$ cat config.mk
export PLATFORM = sky130hd
export DESIGN_NAME = sfic_top
export DESIGN_NICKNAME = d
export VERILOG_FILES = /design/src/verilog/sfic_pkg.sv /design/src/verilog/sfic_flags_if.sv /design/src/verilog/sfic_top.sv /design/src/verilog/sfic_flags.sv
export VERILOG_INCLUDE_DIRS = /design/src /design/src/verilog
export SDC_FILE = /design/constraint.sdc
export NUM_CORES = 1
export LEC_CHECK = 0
export ABC_AREA = 1
export BUFFER_PORTS_ARGS = -buffer_cell sky130_fd_sc_hd__clkbuf_2
export CAP_MARGIN = 10
export CORE_AREA = 2 2 71 73
export CTS_BUF_LIST = sky130_fd_sc_hd__clkbuf_4 sky130_fd_sc_hd__clkbuf_8 sky130_fd_sc_hd__clkbuf_16
export DETAILED_ROUTE_END_ITERATION = 16
export DIE_AREA = 0 0 73 75
export PLACE_DENSITY = 0.78
export SLEW_MARGIN = 30
export SYNTH_ARGS = -nofsm -noshare
export SYNTH_HDL_FRONTEND = slang
export SYNTH_SLANG_ARGS = --single-unit
$ cat constraint.sdc
create_clock -name core_clk_in -period 1.55 [get_ports core_clk_in]
set_input_delay 0.31 -clock core_clk_in [delete_from_list [all_inputs] [get_ports core_clk_in]]
set_output_delay 0.31 -clock core_clk_in [all_outputs]
set_load 0.02 [all_outputs]
$ cat src/verilog/sfic_defs.svh
// Offsets, field positions and reset values of the status flag and interrupt block
`ifndef SFIC_DEFS_SVH
`define SFIC_DEFS_SVH

// Register indices; byte address is four times the index
`define SFIC_IDX_FLAGS 8'h04
`define SFIC_IDX_IRQ_CTRL 8'h05
`define SFIC_IDX_MOD_MASK 8'h06
`define SFIC_IDX_EVT_STAT 8'h10
`define SFIC_IDX_EVT_MASK 8'h11

// Reset values
`define SFIC_FLAGS_RST 8'h80
`define SFIC_IRQ_CTRL_RST 8'h00
`define SFIC_MOD_MASK_RST 8'h80
`define SFIC_EVT_RST 8'h00

// Processor flags fields
`define SFIC_FLG_EQUAL 0
`define SFIC_FLG_CARRY 1
`define SFIC_FLG_OVFL 2
`define SFIC_FLG_SPARE0 3
`define SFIC_FLG_SPARE1 4
`define SFIC_FLG_RSVD 5
`define SFIC_FLG_SIGN 6
`define SFIC_FLG_ZERO 7

// Interrupt control fields
`define SFIC_IC_GLOBAL 0
`define SFIC_IC_ACTIVE 1

// Module mask fields
`define SFIC_MASK_MOD0 0
`define SFIC_MASK_MOD1 1
`define SFIC_MASK_SPECIAL 7

// Event status fields
`define SFIC_EVT_ACK 0
`define SFIC_EVT_RET 1
`define SFIC_EVT_HELD 2
`define SFIC_EVT_RW_MASK 8'h07

`endif

$ cat src/verilog/sfic_pkg.sv
// Types shared by the status flag and interrupt block
package sfic_pkg;
    typedef logic [7:0] sfic_byte_t;
    typedef logic [31:0] sfic_word_t;
    typedef enum logic [1:0] {
        BUS_IDLE = 2'b01,
        BUS_DATA = 2'b10
    } sfic_bus_state_t;
endpackage : sfic_pkg

$ cat src/verilog/sfic_flags_if.sv
// Link between register slave and processor flags register
`timescale 1ns/10ps
`default_nettype none
interface sfic_flags_if #(parameter int ACC_W = 16);
    logic sw_we;
    logic [7:0] sw_wdata;
    logic acc_upd;
    logic [ACC_W-1:0] acc;
    logic alu_upd;
    logic alu_carry;
    logic alu_equal;
    logic alu_ovfl;
    logic [7:0] flags;
    modport ctrl (output sw_we, sw_wdata, acc_upd, acc, alu_upd, alu_carry,
                  alu_equal, alu_ovfl, input flags);
    modport regs (input sw_we, sw_wdata, acc_upd, acc, alu_upd, alu_carry,
                  alu_equal, alu_ovfl, output flags);
endinterface : sfic_flags_if
`default_nettype wire

$ cat src/verilog/sfic_top.sv
// Status flags and interrupt control with AHB-Lite register slave
//
// The AHB-Lite slave port was chosen for this implementation.
`timescale 1ns/10ps
`default_nettype none
`include "sfic_defs.svh"
// Overview of operation
// - Flag bits 3 and 4 are software flags; hardware never changes them.
// - Flag bit 5 and interrupt control bits 7..2 read as zero.
// - Sign flag bit 6 mirrors active accumulator msb on update or switch.
// - Zero flag bit 7 is NOR of active accumulator on update or switch.
// - Interrupt control resets to 00h and is freely read and written.
// - No interrupt reaches the processor while global enable is clear.
// - Acknowledge sets the in-service bit, which blocks further interrupts.
// - Software may clear in-service bit to allow nesting.
// - Return or pop-return instruction clears the in-service bit.
// - Module mask resets to 80h; only its bits 1..0 are software writable.
// - Module 0 request needs global enable, mask bit 0, in-service clear.
// - Mask bit 0 clear suppresses all module 0 sources.
// - Processor flags reset to 80h.
// - Software writes only equal, carry, overflow and spare flags.
// - Mask bit 7 is read-only and reads one.
module sfic_top #(
    parameter int ADDR_W = 12,
    parameter int ACC_W = 16
) (
    input wire logic core_clk_in,
    input wire logic reset_in,
    input wire logic hsel_in,
    input wire logic [ADDR_W-1:0] haddr_in,
    input wire logic [1:0] htrans_in,
    input wire logic hwrite_in,
    input wire logic [2:0] hsize_in,
    input wire sfic_pkg::sfic_word_t hwdata_in,
    input wire logic hready_in,
    output logic hreadyout_out,
    output logic hresp_out,
    output sfic_pkg::sfic_word_t hrdata_out,
    input wire logic [ACC_W-1:0] acc_value_in,
    input wire logic acc_update_in,
    input wire logic alu_update_in,
    input wire logic alu_carry_in,
    input wire logic alu_equal_in,
    input wire logic alu_overflow_in,
    input wire logic irq_ack_in,
    input wire logic irq_return_op_in,
    input wire logic pop_irq_return_op_in,
    input wire sfic_pkg::sfic_byte_t mod_req_in,
    output logic core_irq_req_out,
    output sfic_pkg::sfic_byte_t flags_out,
    output logic irq_out
);
    import sfic_pkg::*;

    // =====================================================
    // Declarations
    sfic_bus_state_t bus_state_reg;
    sfic_word_t hrdata_reg;
    logic [7:0] idx_reg;
    logic hreadyout_reg, hresp_reg, write_reg, take, busy;
    logic sel_flags, sel_ic, sel_mask, sel_stat, sel_emask;
    logic wr_flags, wr_ic, wr_mask, wr_emask, rd_stat;
    logic global_irq_on_reg, irq_active_bit_reg, mod0_mask_reg, mod1_mask_reg, special_mask;
    sfic_byte_t rdata8, module_mask_reg, irq_ctrl_reg;
    sfic_byte_t evt_stat_reg, evt_stat_next, evt_mask_reg, evt_set;
    logic any_ret, masked_req, core_irq_req_reg, irq_out_reg;

    sfic_flags_if #(.ACC_W(ACC_W)) fif ();

    // =====================================================
    // Bus phase tracking: one wait cycle per transfer
    assign take = hsel_in && htrans_in[1] && hready_in;
    assign busy = (bus_state_reg == BUS_DATA);

    always_ff @(posedge core_clk_in) begin
        if (reset_in) begin
            bus_state_reg <= BUS_IDLE;
            hreadyout_reg <= 1'b1;
        end else begin
            case (bus_state_reg)
                BUS_IDLE: begin
                    if (take) begin
                        bus_state_reg <= BUS_DATA;
                        hreadyout_reg <= 1'b0;
                    end
                end
                BUS_DATA: begin
                    bus_state_reg <= BUS_IDLE;
                    hreadyout_reg <= 1'b1;
                end
                default: begin
                    bus_state_reg <= BUS_IDLE;
                    hreadyout_reg <= 1'b1;
                end
            endcase
        end
    end

    // Address phase capture; misaligned bytes fall outside the map
    always_ff @(posedge core_clk_in) begin
        if (reset_in) begin
            idx_reg <= 8'hFF;
            write_reg <= 1'b0;
        end else if (take) begin
            idx_reg <= (haddr_in[1:0] == 2'h0 && haddr_in[ADDR_W-1:10] == '0)
                       ? haddr_in[9:2] : 8'hFF;
            write_reg <= hwrite_in;
        end
    end

    // =====================================================
    // Decode
    always_comb begin
        sel_flags = 1'b0;
        sel_ic = 1'b0;
        sel_mask = 1'b0;
        sel_stat = 1'b0;
        sel_emask = 1'b0;
        if (idx_reg == `SFIC_IDX_FLAGS) begin
            sel_flags = 1'b1;
        end else if (idx_reg == `SFIC_IDX_IRQ_CTRL) begin
            sel_ic = 1'b1;
        end else if (idx_reg == `SFIC_IDX_MOD_MASK) begin
            sel_mask = 1'b1;
        end else if (idx_reg == `SFIC_IDX_EVT_STAT) begin
            sel_stat = 1'b1;
        end else if (idx_reg == `SFIC_IDX_EVT_MASK) begin
            sel_emask = 1'b1;
        end
    end

    assign wr_flags = busy && write_reg && sel_flags;
    assign wr_ic = busy && write_reg && sel_ic;
    assign wr_mask = busy && write_reg && sel_mask;
    assign wr_emask = busy && write_reg && sel_emask;
    assign rd_stat = busy && !write_reg && sel_stat;

    assign irq_ctrl_reg = {6'h00, irq_active_bit_reg, global_irq_on_reg};
    assign special_mask = 1'b1;
    assign module_mask_reg = {special_mask, 5'h00, mod1_mask_reg, mod0_mask_reg};

    always_comb begin
        rdata8 = 8'h00;
        if (sel_flags) begin
            rdata8 = fif.flags;
        end else if (sel_ic) begin
            rdata8 = irq_ctrl_reg;
        end else if (sel_mask) begin
            rdata8 = module_mask_reg;
        end else if (sel_stat) begin
            rdata8 = evt_stat_reg;
        end else if (sel_emask) begin
            rdata8 = evt_mask_reg;
        end
    end

    // Read data registered at end of wait cycle
    always_ff @(posedge core_clk_in) begin
        if (reset_in) begin
            hrdata_reg <= 32'h00000000;
            hresp_reg <= 1'b0;
        end else begin
            hresp_reg <= 1'b0;
            if (busy && !write_reg) begin
                hrdata_reg <= {24'h000000, rdata8};
            end
        end
    end

    // =====================================================
    // Flags register link
    assign fif.sw_we = wr_flags;
    assign fif.sw_wdata = hwdata_in[7:0];
    assign fif.acc_upd = acc_update_in;
    assign fif.acc = acc_value_in;
    assign fif.alu_upd = alu_update_in;
    assign fif.alu_carry = alu_carry_in;
    assign fif.alu_equal = alu_equal_in;
    assign fif.alu_ovfl = alu_overflow_in;

    sfic_flags u_flags (
        .core_clk_in(core_clk_in),
        .reset_in(reset_in),
        .fif(fif)
    );

    // =====================================================
    // Interrupt control
    assign any_ret = irq_return_op_in || pop_irq_return_op_in;

    always_ff @(posedge core_clk_in) begin
        if (reset_in) begin
            global_irq_on_reg <= 1'b0;
        end else if (wr_ic) begin
            global_irq_on_reg <= hwdata_in[`SFIC_IC_GLOBAL];
        end
    end

    always_ff @(posedge core_clk_in) begin
        if (reset_in) begin
            irq_active_bit_reg <= 1'b0;
        end else if (irq_ack_in) begin
            irq_active_bit_reg <= 1'b1;
        end else if (any_ret) begin
            irq_active_bit_reg <= 1'b0;
        end else if (wr_ic) begin
            irq_active_bit_reg <= hwdata_in[`SFIC_IC_ACTIVE];
        end
    end

    always_ff @(posedge core_clk_in) begin
        if (reset_in) begin
            mod0_mask_reg <= 1'b0;
            mod1_mask_reg <= 1'b0;
        end else if (wr_mask) begin
            mod0_mask_reg <= hwdata_in[`SFIC_MASK_MOD0];
            mod1_mask_reg <= hwdata_in[`SFIC_MASK_MOD1];
        end
    end

    // module 0 gated by mask, enable, in-service
    assign masked_req = |(mod_req_in & module_mask_reg);

    always_ff @(posedge core_clk_in) begin
        if (reset_in) begin
            core_irq_req_reg <= 1'b0;
        end else begin
            core_irq_req_reg <= global_irq_on_reg && !irq_active_bit_reg && masked_req;
        end
    end

    // =====================================================
    // Event status, read clears, set wins
    always_comb begin
        evt_set = 8'h00;
        evt_set[`SFIC_EVT_ACK] = irq_ack_in;
        evt_set[`SFIC_EVT_RET] = any_ret;
        evt_set[`SFIC_EVT_HELD] = global_irq_on_reg && irq_active_bit_reg && masked_req;
        evt_stat_next = (rd_stat ? 8'h00 : evt_stat_reg) | evt_set;
    end

    always_ff @(posedge core_clk_in) begin
        if (reset_in) begin
            evt_stat_reg <= `SFIC_EVT_RST;
        end else begin
            evt_stat_reg <= evt_stat_next;
        end
    end

    always_ff @(posedge core_clk_in) begin
        if (reset_in) begin
            evt_mask_reg <= `SFIC_EVT_RST;
        end else if (wr_emask) begin
            evt_mask_reg <= hwdata_in[7:0] & `SFIC_EVT_RW_MASK;
        end
    end

    always_ff @(posedge core_clk_in) begin
        if (reset_in) begin
            irq_out_reg <= 1'b0;
        end else begin
            irq_out_reg <= |(evt_stat_next & evt_mask_reg);
        end
    end

    // =====================================================
    // Outputs
    assign hreadyout_out = hreadyout_reg;
    assign hresp_out = hresp_reg;
    assign hrdata_out = hrdata_reg;
    assign core_irq_req_out = core_irq_req_reg;
    assign flags_out = fif.flags;
    assign irq_out = irq_out_reg;
endmodule : sfic_top
`default_nettype wire

$ cat src/verilog/sfic_flags.sv
// Processor flags register: sign, zero, ALU flags and spare flags
`timescale 1ns/10ps
`default_nettype none
`include "sfic_defs.svh"
module sfic_flags (
    input wire logic core_clk_in,
    input wire logic reset_in,
    sfic_flags_if.regs fif
);
    import sfic_pkg::*;

    sfic_byte_t flags_reg;
    sfic_byte_t flags_next;

    // =====================================================
    // Next value
    always_comb begin
        flags_next = flags_reg;
        // spare flags set by software only
        if (fif.sw_we) begin
            flags_next[`SFIC_FLG_SPARE1:0] = fif.sw_wdata[`SFIC_FLG_SPARE1:0];
        end
        // ALU result overrides software on its own bits
        if (fif.alu_upd) begin
            flags_next[`SFIC_FLG_EQUAL] = fif.alu_equal;
            flags_next[`SFIC_FLG_CARRY] = fif.alu_carry;
            flags_next[`SFIC_FLG_OVFL] = fif.alu_ovfl;
        end
        if (fif.acc_upd) begin
            flags_next[`SFIC_FLG_SIGN] = fif.acc[$bits(fif.acc)-1];
            flags_next[`SFIC_FLG_ZERO] = ~|fif.acc;
        end
        flags_next[`SFIC_FLG_RSVD] = 1'b0;
    end

    // =====================================================
    // Register
    always_ff @(posedge core_clk_in) begin
        if (reset_in) begin
            flags_reg <= `SFIC_FLAGS_RST;
        end else begin
            flags_reg <= flags_next;
        end
    end

    assign fif.flags = flags_reg;
endmodule : sfic_flags
`default_nettype wire

# --- Yosys cells after proc, flatten, opt, wreduce, memory -nomap -nowiden ---
# Index checks and enable logic that the tools add are counted.
op_classes:
  n_eq_ne: 7
  mux: 27
  bitwise_logic: 4
  n_reduce_logical: 26
op_table:
  columns: ["operator", "n"]
  rows:
  - ["$mux 8", 6]
  - ["$eq 8x3->1 const B", 3]
  - ["$mux 1", 18]
  - ["$eq 8x5->1 const B", 2]
  - ["$reduce_or 16->1", 1]
  - ["$reduce_or 8->1", 2]
  - ["$logic_and 1x1->1", 14]
  - ["$and 8x3->8", 1]
  - ["$and 8x8->8", 1]
  - ["$or 8x3->8", 1]
  - ["$mux 3", 2]
  - ["$mux 5", 1]
  - ["$logic_not 2->1", 2]
  - ["$logic_not 1->1", 3]
  - ["$reduce_bool 3->1", 1]
  - ["$eq 2x1->1 const B", 1]
  - ["$eq 2x2->1 const B", 1]
  - ["$reduce_bool 2->1", 1]
  - ["$reduce_or 2->1", 1]
  - ["$logic_or 1x1->1", 1]
  - ["$not 1->1", 1]
word_totals:
  reg_bits: 45
  input_bits: 86
  word_cells: 81

# --- Logic depth before layout (Yosys ltp) ---
depth:
  word_depth: 11
  ltp_mapped: 10
  mapped_depth_nobuf: 10

# --- Hierarchy ---
# From an unflattened synthesis, not the netlist that was laid out.
hier_totals:
  cells_unflattened: 269
  area_unflattened_um2: 1913.1
modules_own_cells:
  columns: ["mod", "instances", "cells_each", "area_per_inst_um2", "seq_area_each_um2"]
  rows:
  - ["sfic_top", 1, 212, 1562.7, 620.6]
  - ["sfic_flags", 1, 57, 350.3, 140.1]

# --- Worst setup path after synthesis ---
# Ideal clock, no wire load.
synth_timing:
  path_kind: "register to register"
  startpoint: "reg bus_state_reg[0]"
  endpoint: "reg hrdata_reg[1], in the netlist hrdata_out[1]"
  setup_time_ns: 0.132
  arrival_ns: 1.077
  required_ns: 1.418
  setup_slack_ns: 0.341
  stages_incl_launch_ff: 8
  period_less_slack_ns: 1.209
  path_cell_list: "dfxtp_1 > nor2_4 > nand2_4 > clkinv_1 > buf_6 > o21ai_1 > o21bai_1 > a21oi_1"
synth_via:
  elab_chain_cells: 2
synth_lines:
  columns: ["item", "line_no", "text"]
  rows:
  - ["start, declared", "sfic_top.sv:57", "sfic_bus_state_t bus_state_reg;"]
  - ["start signal, assigned", "sfic_top.sv:77", "bus_state_reg <= BUS_IDLE;"]
  - ["start signal, assigned", "sfic_top.sv:83", "bus_state_reg <= BUS_DATA;"]
  - ["start signal, assigned", "sfic_top.sv:88", "bus_state_reg <= BUS_IDLE;"]
  - ["$eq 2x2->1", "sfic_top.sv:73", "assign busy = (bus_state_reg == BUS_DATA);"]
  - ["$logic_and 1x1->1", "sfic_top.sv:164", "if (busy && !write_reg) begin"]
  - ["end signal, assigned", "sfic_top.sv:165", "hrdata_reg <= {24'h000000, rdata8};"]
  - ["end, declared", "sfic_top.sv:58", "sfic_word_t hrdata_reg;"]
# Every way passes these cells.
# A chain may end at the register's enable or synchronous reset.

# --- Worst setup path after layout ---
layout_timing:
  startpoint: "reg write_reg"
  endpoint: "reg hrdata_reg[0], in the netlist hrdata_out[0]"
layout_via:
  elab_chain_cells: 2
layout_lines:
  columns: ["item", "line_no", "text"]
  rows:
  - ["start, declared", "sfic_top.sv:60", "logic hreadyout_reg, hresp_reg, write_reg, take, busy;"]
  - ["start signal, assigned", "sfic_top.sv:107", "write_reg <= hwrite_in;"]
  - ["$logic_not 1->1", "sfic_top.sv:164", null]
  - ["$logic_and 1x1->1", "sfic_top.sv:164", null]
# Every way passes these cells.

==> reports/qor.yml <==
clock_network:
  clock_latency_ns: 0.28
  cts_buffer_depth: 2
  h-tree-depth: 2
  clock-sinks: 37
  ctsRootBufferMaster: "clkbuf_8"
  post_cts_buffers: 0
  cts_resized: 0
  cts_hold_buf: 0
  clk_pin_slew_worst_paths_ns: 0.07
  cts_tree: "done"
  cts_buffers: 5
synthesis:
  synth_top_area_share_pct: 39.68
  synth_area_um2: 1867
  ys_seq_elements: 37
  yosys_warnings: 0
  syn-instance-count: 249
  synth_edf_count: 0
  synthTopCellsByCount: "nand2_1, dfxtp_1, buf_4"
  yosysSeqAreaShare_pct: 39.68
  yosysTopAreaCell: "dfxtp_1"
  synth_cell_type_count: 27
  ys.flop_type: "dfxtp_1"
  netlist_top_cells_area: "dfxtp_1, buf_4, nand2_1, nand3_1, a21oi_1"
  synth.most_common_cell: "nand2_1"
  avgSynthCellArea_um2: 7.497
  async_flop_share_pct: 0
setup_path:
  slowest_stage: "dfxtp_1"
  crit_fanout: 11
  crit_chain: "inv_1, nand2_4, clkinv_1, o21ai_0, o21bai_1, a21oi_1"
  cp-start-kind: "flip-flop"
  crit_family: "compound AO/OA/AOI/OAI gates"
  setup.worst_path.end_class: "flip-flop"
  cp_data_required_time_ns: 1.71
  max_stage_delay_ns: 0.38
  critPathBufInv: 2
  worst_ep_arrival_time_ns: 1.51
  worstSetupPathType: "flip-flop to flip-flop"
cells_and_area:
  fin_cells: 373
  drive_gt1_share_pct: 29.47
  final_area_um2: 2236
  layout.nets: 404
  antenna_cells: 0
  syn_to_final_growth_pct: 19.77
  fill_cells: 446
  largest_reg_flops: 8
routing:
  drc: 0
  totalWireLength_um: 3958
  drt-initial-drc-count: 97
  viasPerCell: 4.681
  antenna_left: 0
  firstDrtPassIters: 4
  wl_per_cell_um: 10.61
  vias: 1746
placed_design:
  gp_congestion: 0.8323
  placedCellCount: 365
  pre_cts_slack_ns: 0.2194
  io_buffers: 66
  dpl.hpwl_um: 3234
  placed_cell_area_um2: 2145
sta:
  final-setup-viol-count: 0
  tns_ns: 0
  final.period_utilization_pct: 87.15
  final_hold_viol_count: 0
  period_minus_slack_ns: 1.351
  max_freq_mhz: 740.3
  fin_ws_ns: 0.1992
  hold_ws_ns: 0.2387
  rsz0062_at_grt: "false"
  finClkSkew_ns: 0.004719
  finalMaxSlewViolations: 0
status:
  outcome: "completed"
grt:
  grt-ovfl-total: 0
  grt_util_all_layers_pct: 15.61
  antenna_found_initial: 0
  grt_max_degree: 29
  grt_pass1_wl_um: 6617
  grt_pass1_vias: 1622
floorplan:
  die_w_um: 73
  core-area_um2: 4661
  ios: 130
  start_util_pct: 40.05
  num_rows: 25
  die-area_um2: 5475
  die_h_um: 75
job:
  cap_violations: 0
worst_hold_path:
  hp-class: "primary input to flip-flop"
pwr:
  p_per_area_nw_per_um2: 832.1
  cellLeakagePower_nw: 1.191
  peakVddDrop_v: 0.0004137
## where the power goes
group	internal, W	switching [W]	total (W)
sequential	0.000968	0.0000132	0.000981
clock	0.000371	0.000303	0.000675
combinational	0.0000687	0.000136	0.000204
## worst paths after layout
kind	start	to	depth (start not counted)	slack [ns]
worst max-delay path	write_reg	hrdata_out[0]	6	0.20
worst min register to register	hrdata_out[1]	hrdata_out[1]	2	0.46
worst min-delay path	haddr_in[4]	idx_reg[2]	3	0.24
worst max register to register	write_reg	hrdata_out[0]	6	0.20
## layout make-up
| type | count | area (um2) | area share, % |
|---|---|---|---|
| tap | 54 | 67.56 | 3.022 |
| multi-input combinational | 179 | 893.4 | 39.96 |
| sequential | 37 | 740.7 | 33.13 |
| inverter | 28 | 105.1 | 4.701 |
| clock buffer | 8 | 91.34 | 4.085 |
| timing repair buffer | 67 | 337.8 | 15.11 |
## cell families (layout without fill, tap and decap cells)
| logic type | Yosys count | count (layout) | synth area share, % |
|---|---|---|---|
| buf+inv | 59 | 103 | 17.69 |
| flops | 37 | 37 | 39.68 |
| simple gates | 102 | 102 | 27.75 |
| other cells | 1 | 27 | 0.2009 |
| compound gates | 50 | 50 | 14.68 |
## layer usage
| layer | vias to the layer above | wire length (um) | track usage (%) |
|---|---|---|---|
| li1 | 904 | - | - |
| met1 | 762 | 1693 | 18.22 |
| met2 | 73 | 1893 | 27.53 |
| met3 | 7 | 305 | 4.284 |
| met4 | 0 | 65 | 5.556 |
| met5 | - | 0 | 0 |
## through the flow
stage	utilization (%)	total power, W
floorplan	-	0.001169
global placement	46.01	0.001204
detailed placement	46.01	0.001206
CTS	47.97	0.001882
global route	47.97	0.001944
finish	47.97	0.001860
## layout by cell type, fill, tap and decap left out
cell type	count
clkbuf_2	66
nand2_1	41
dfxtp_1	37
conb_1	27
nand3_1	25
inv_1	18
nor2_1	17
a21oi_1	17
o21ai_0	16
o22ai_1	8
inv_2	7
a31oi_1	5
clkbuf_8	5
nor4_1	4
nand2_4	4
nor2_2	3
clkinv_1	3
clkbuf_4	3
nor2_4	2
nor2_8	2
o21bai_1	2
nor3_1	1
and3_1	1
nand2_2	1
o21ai_1	1
o211ai_1	1
nand4_1	1
buf_4	1
## tightest hold or removal path: stages
cell      delay [ns]
clkbuf_2        0.07
o22ai_1         0.06
nand2_1         0.05
Power figures use the tool's default switching activity.
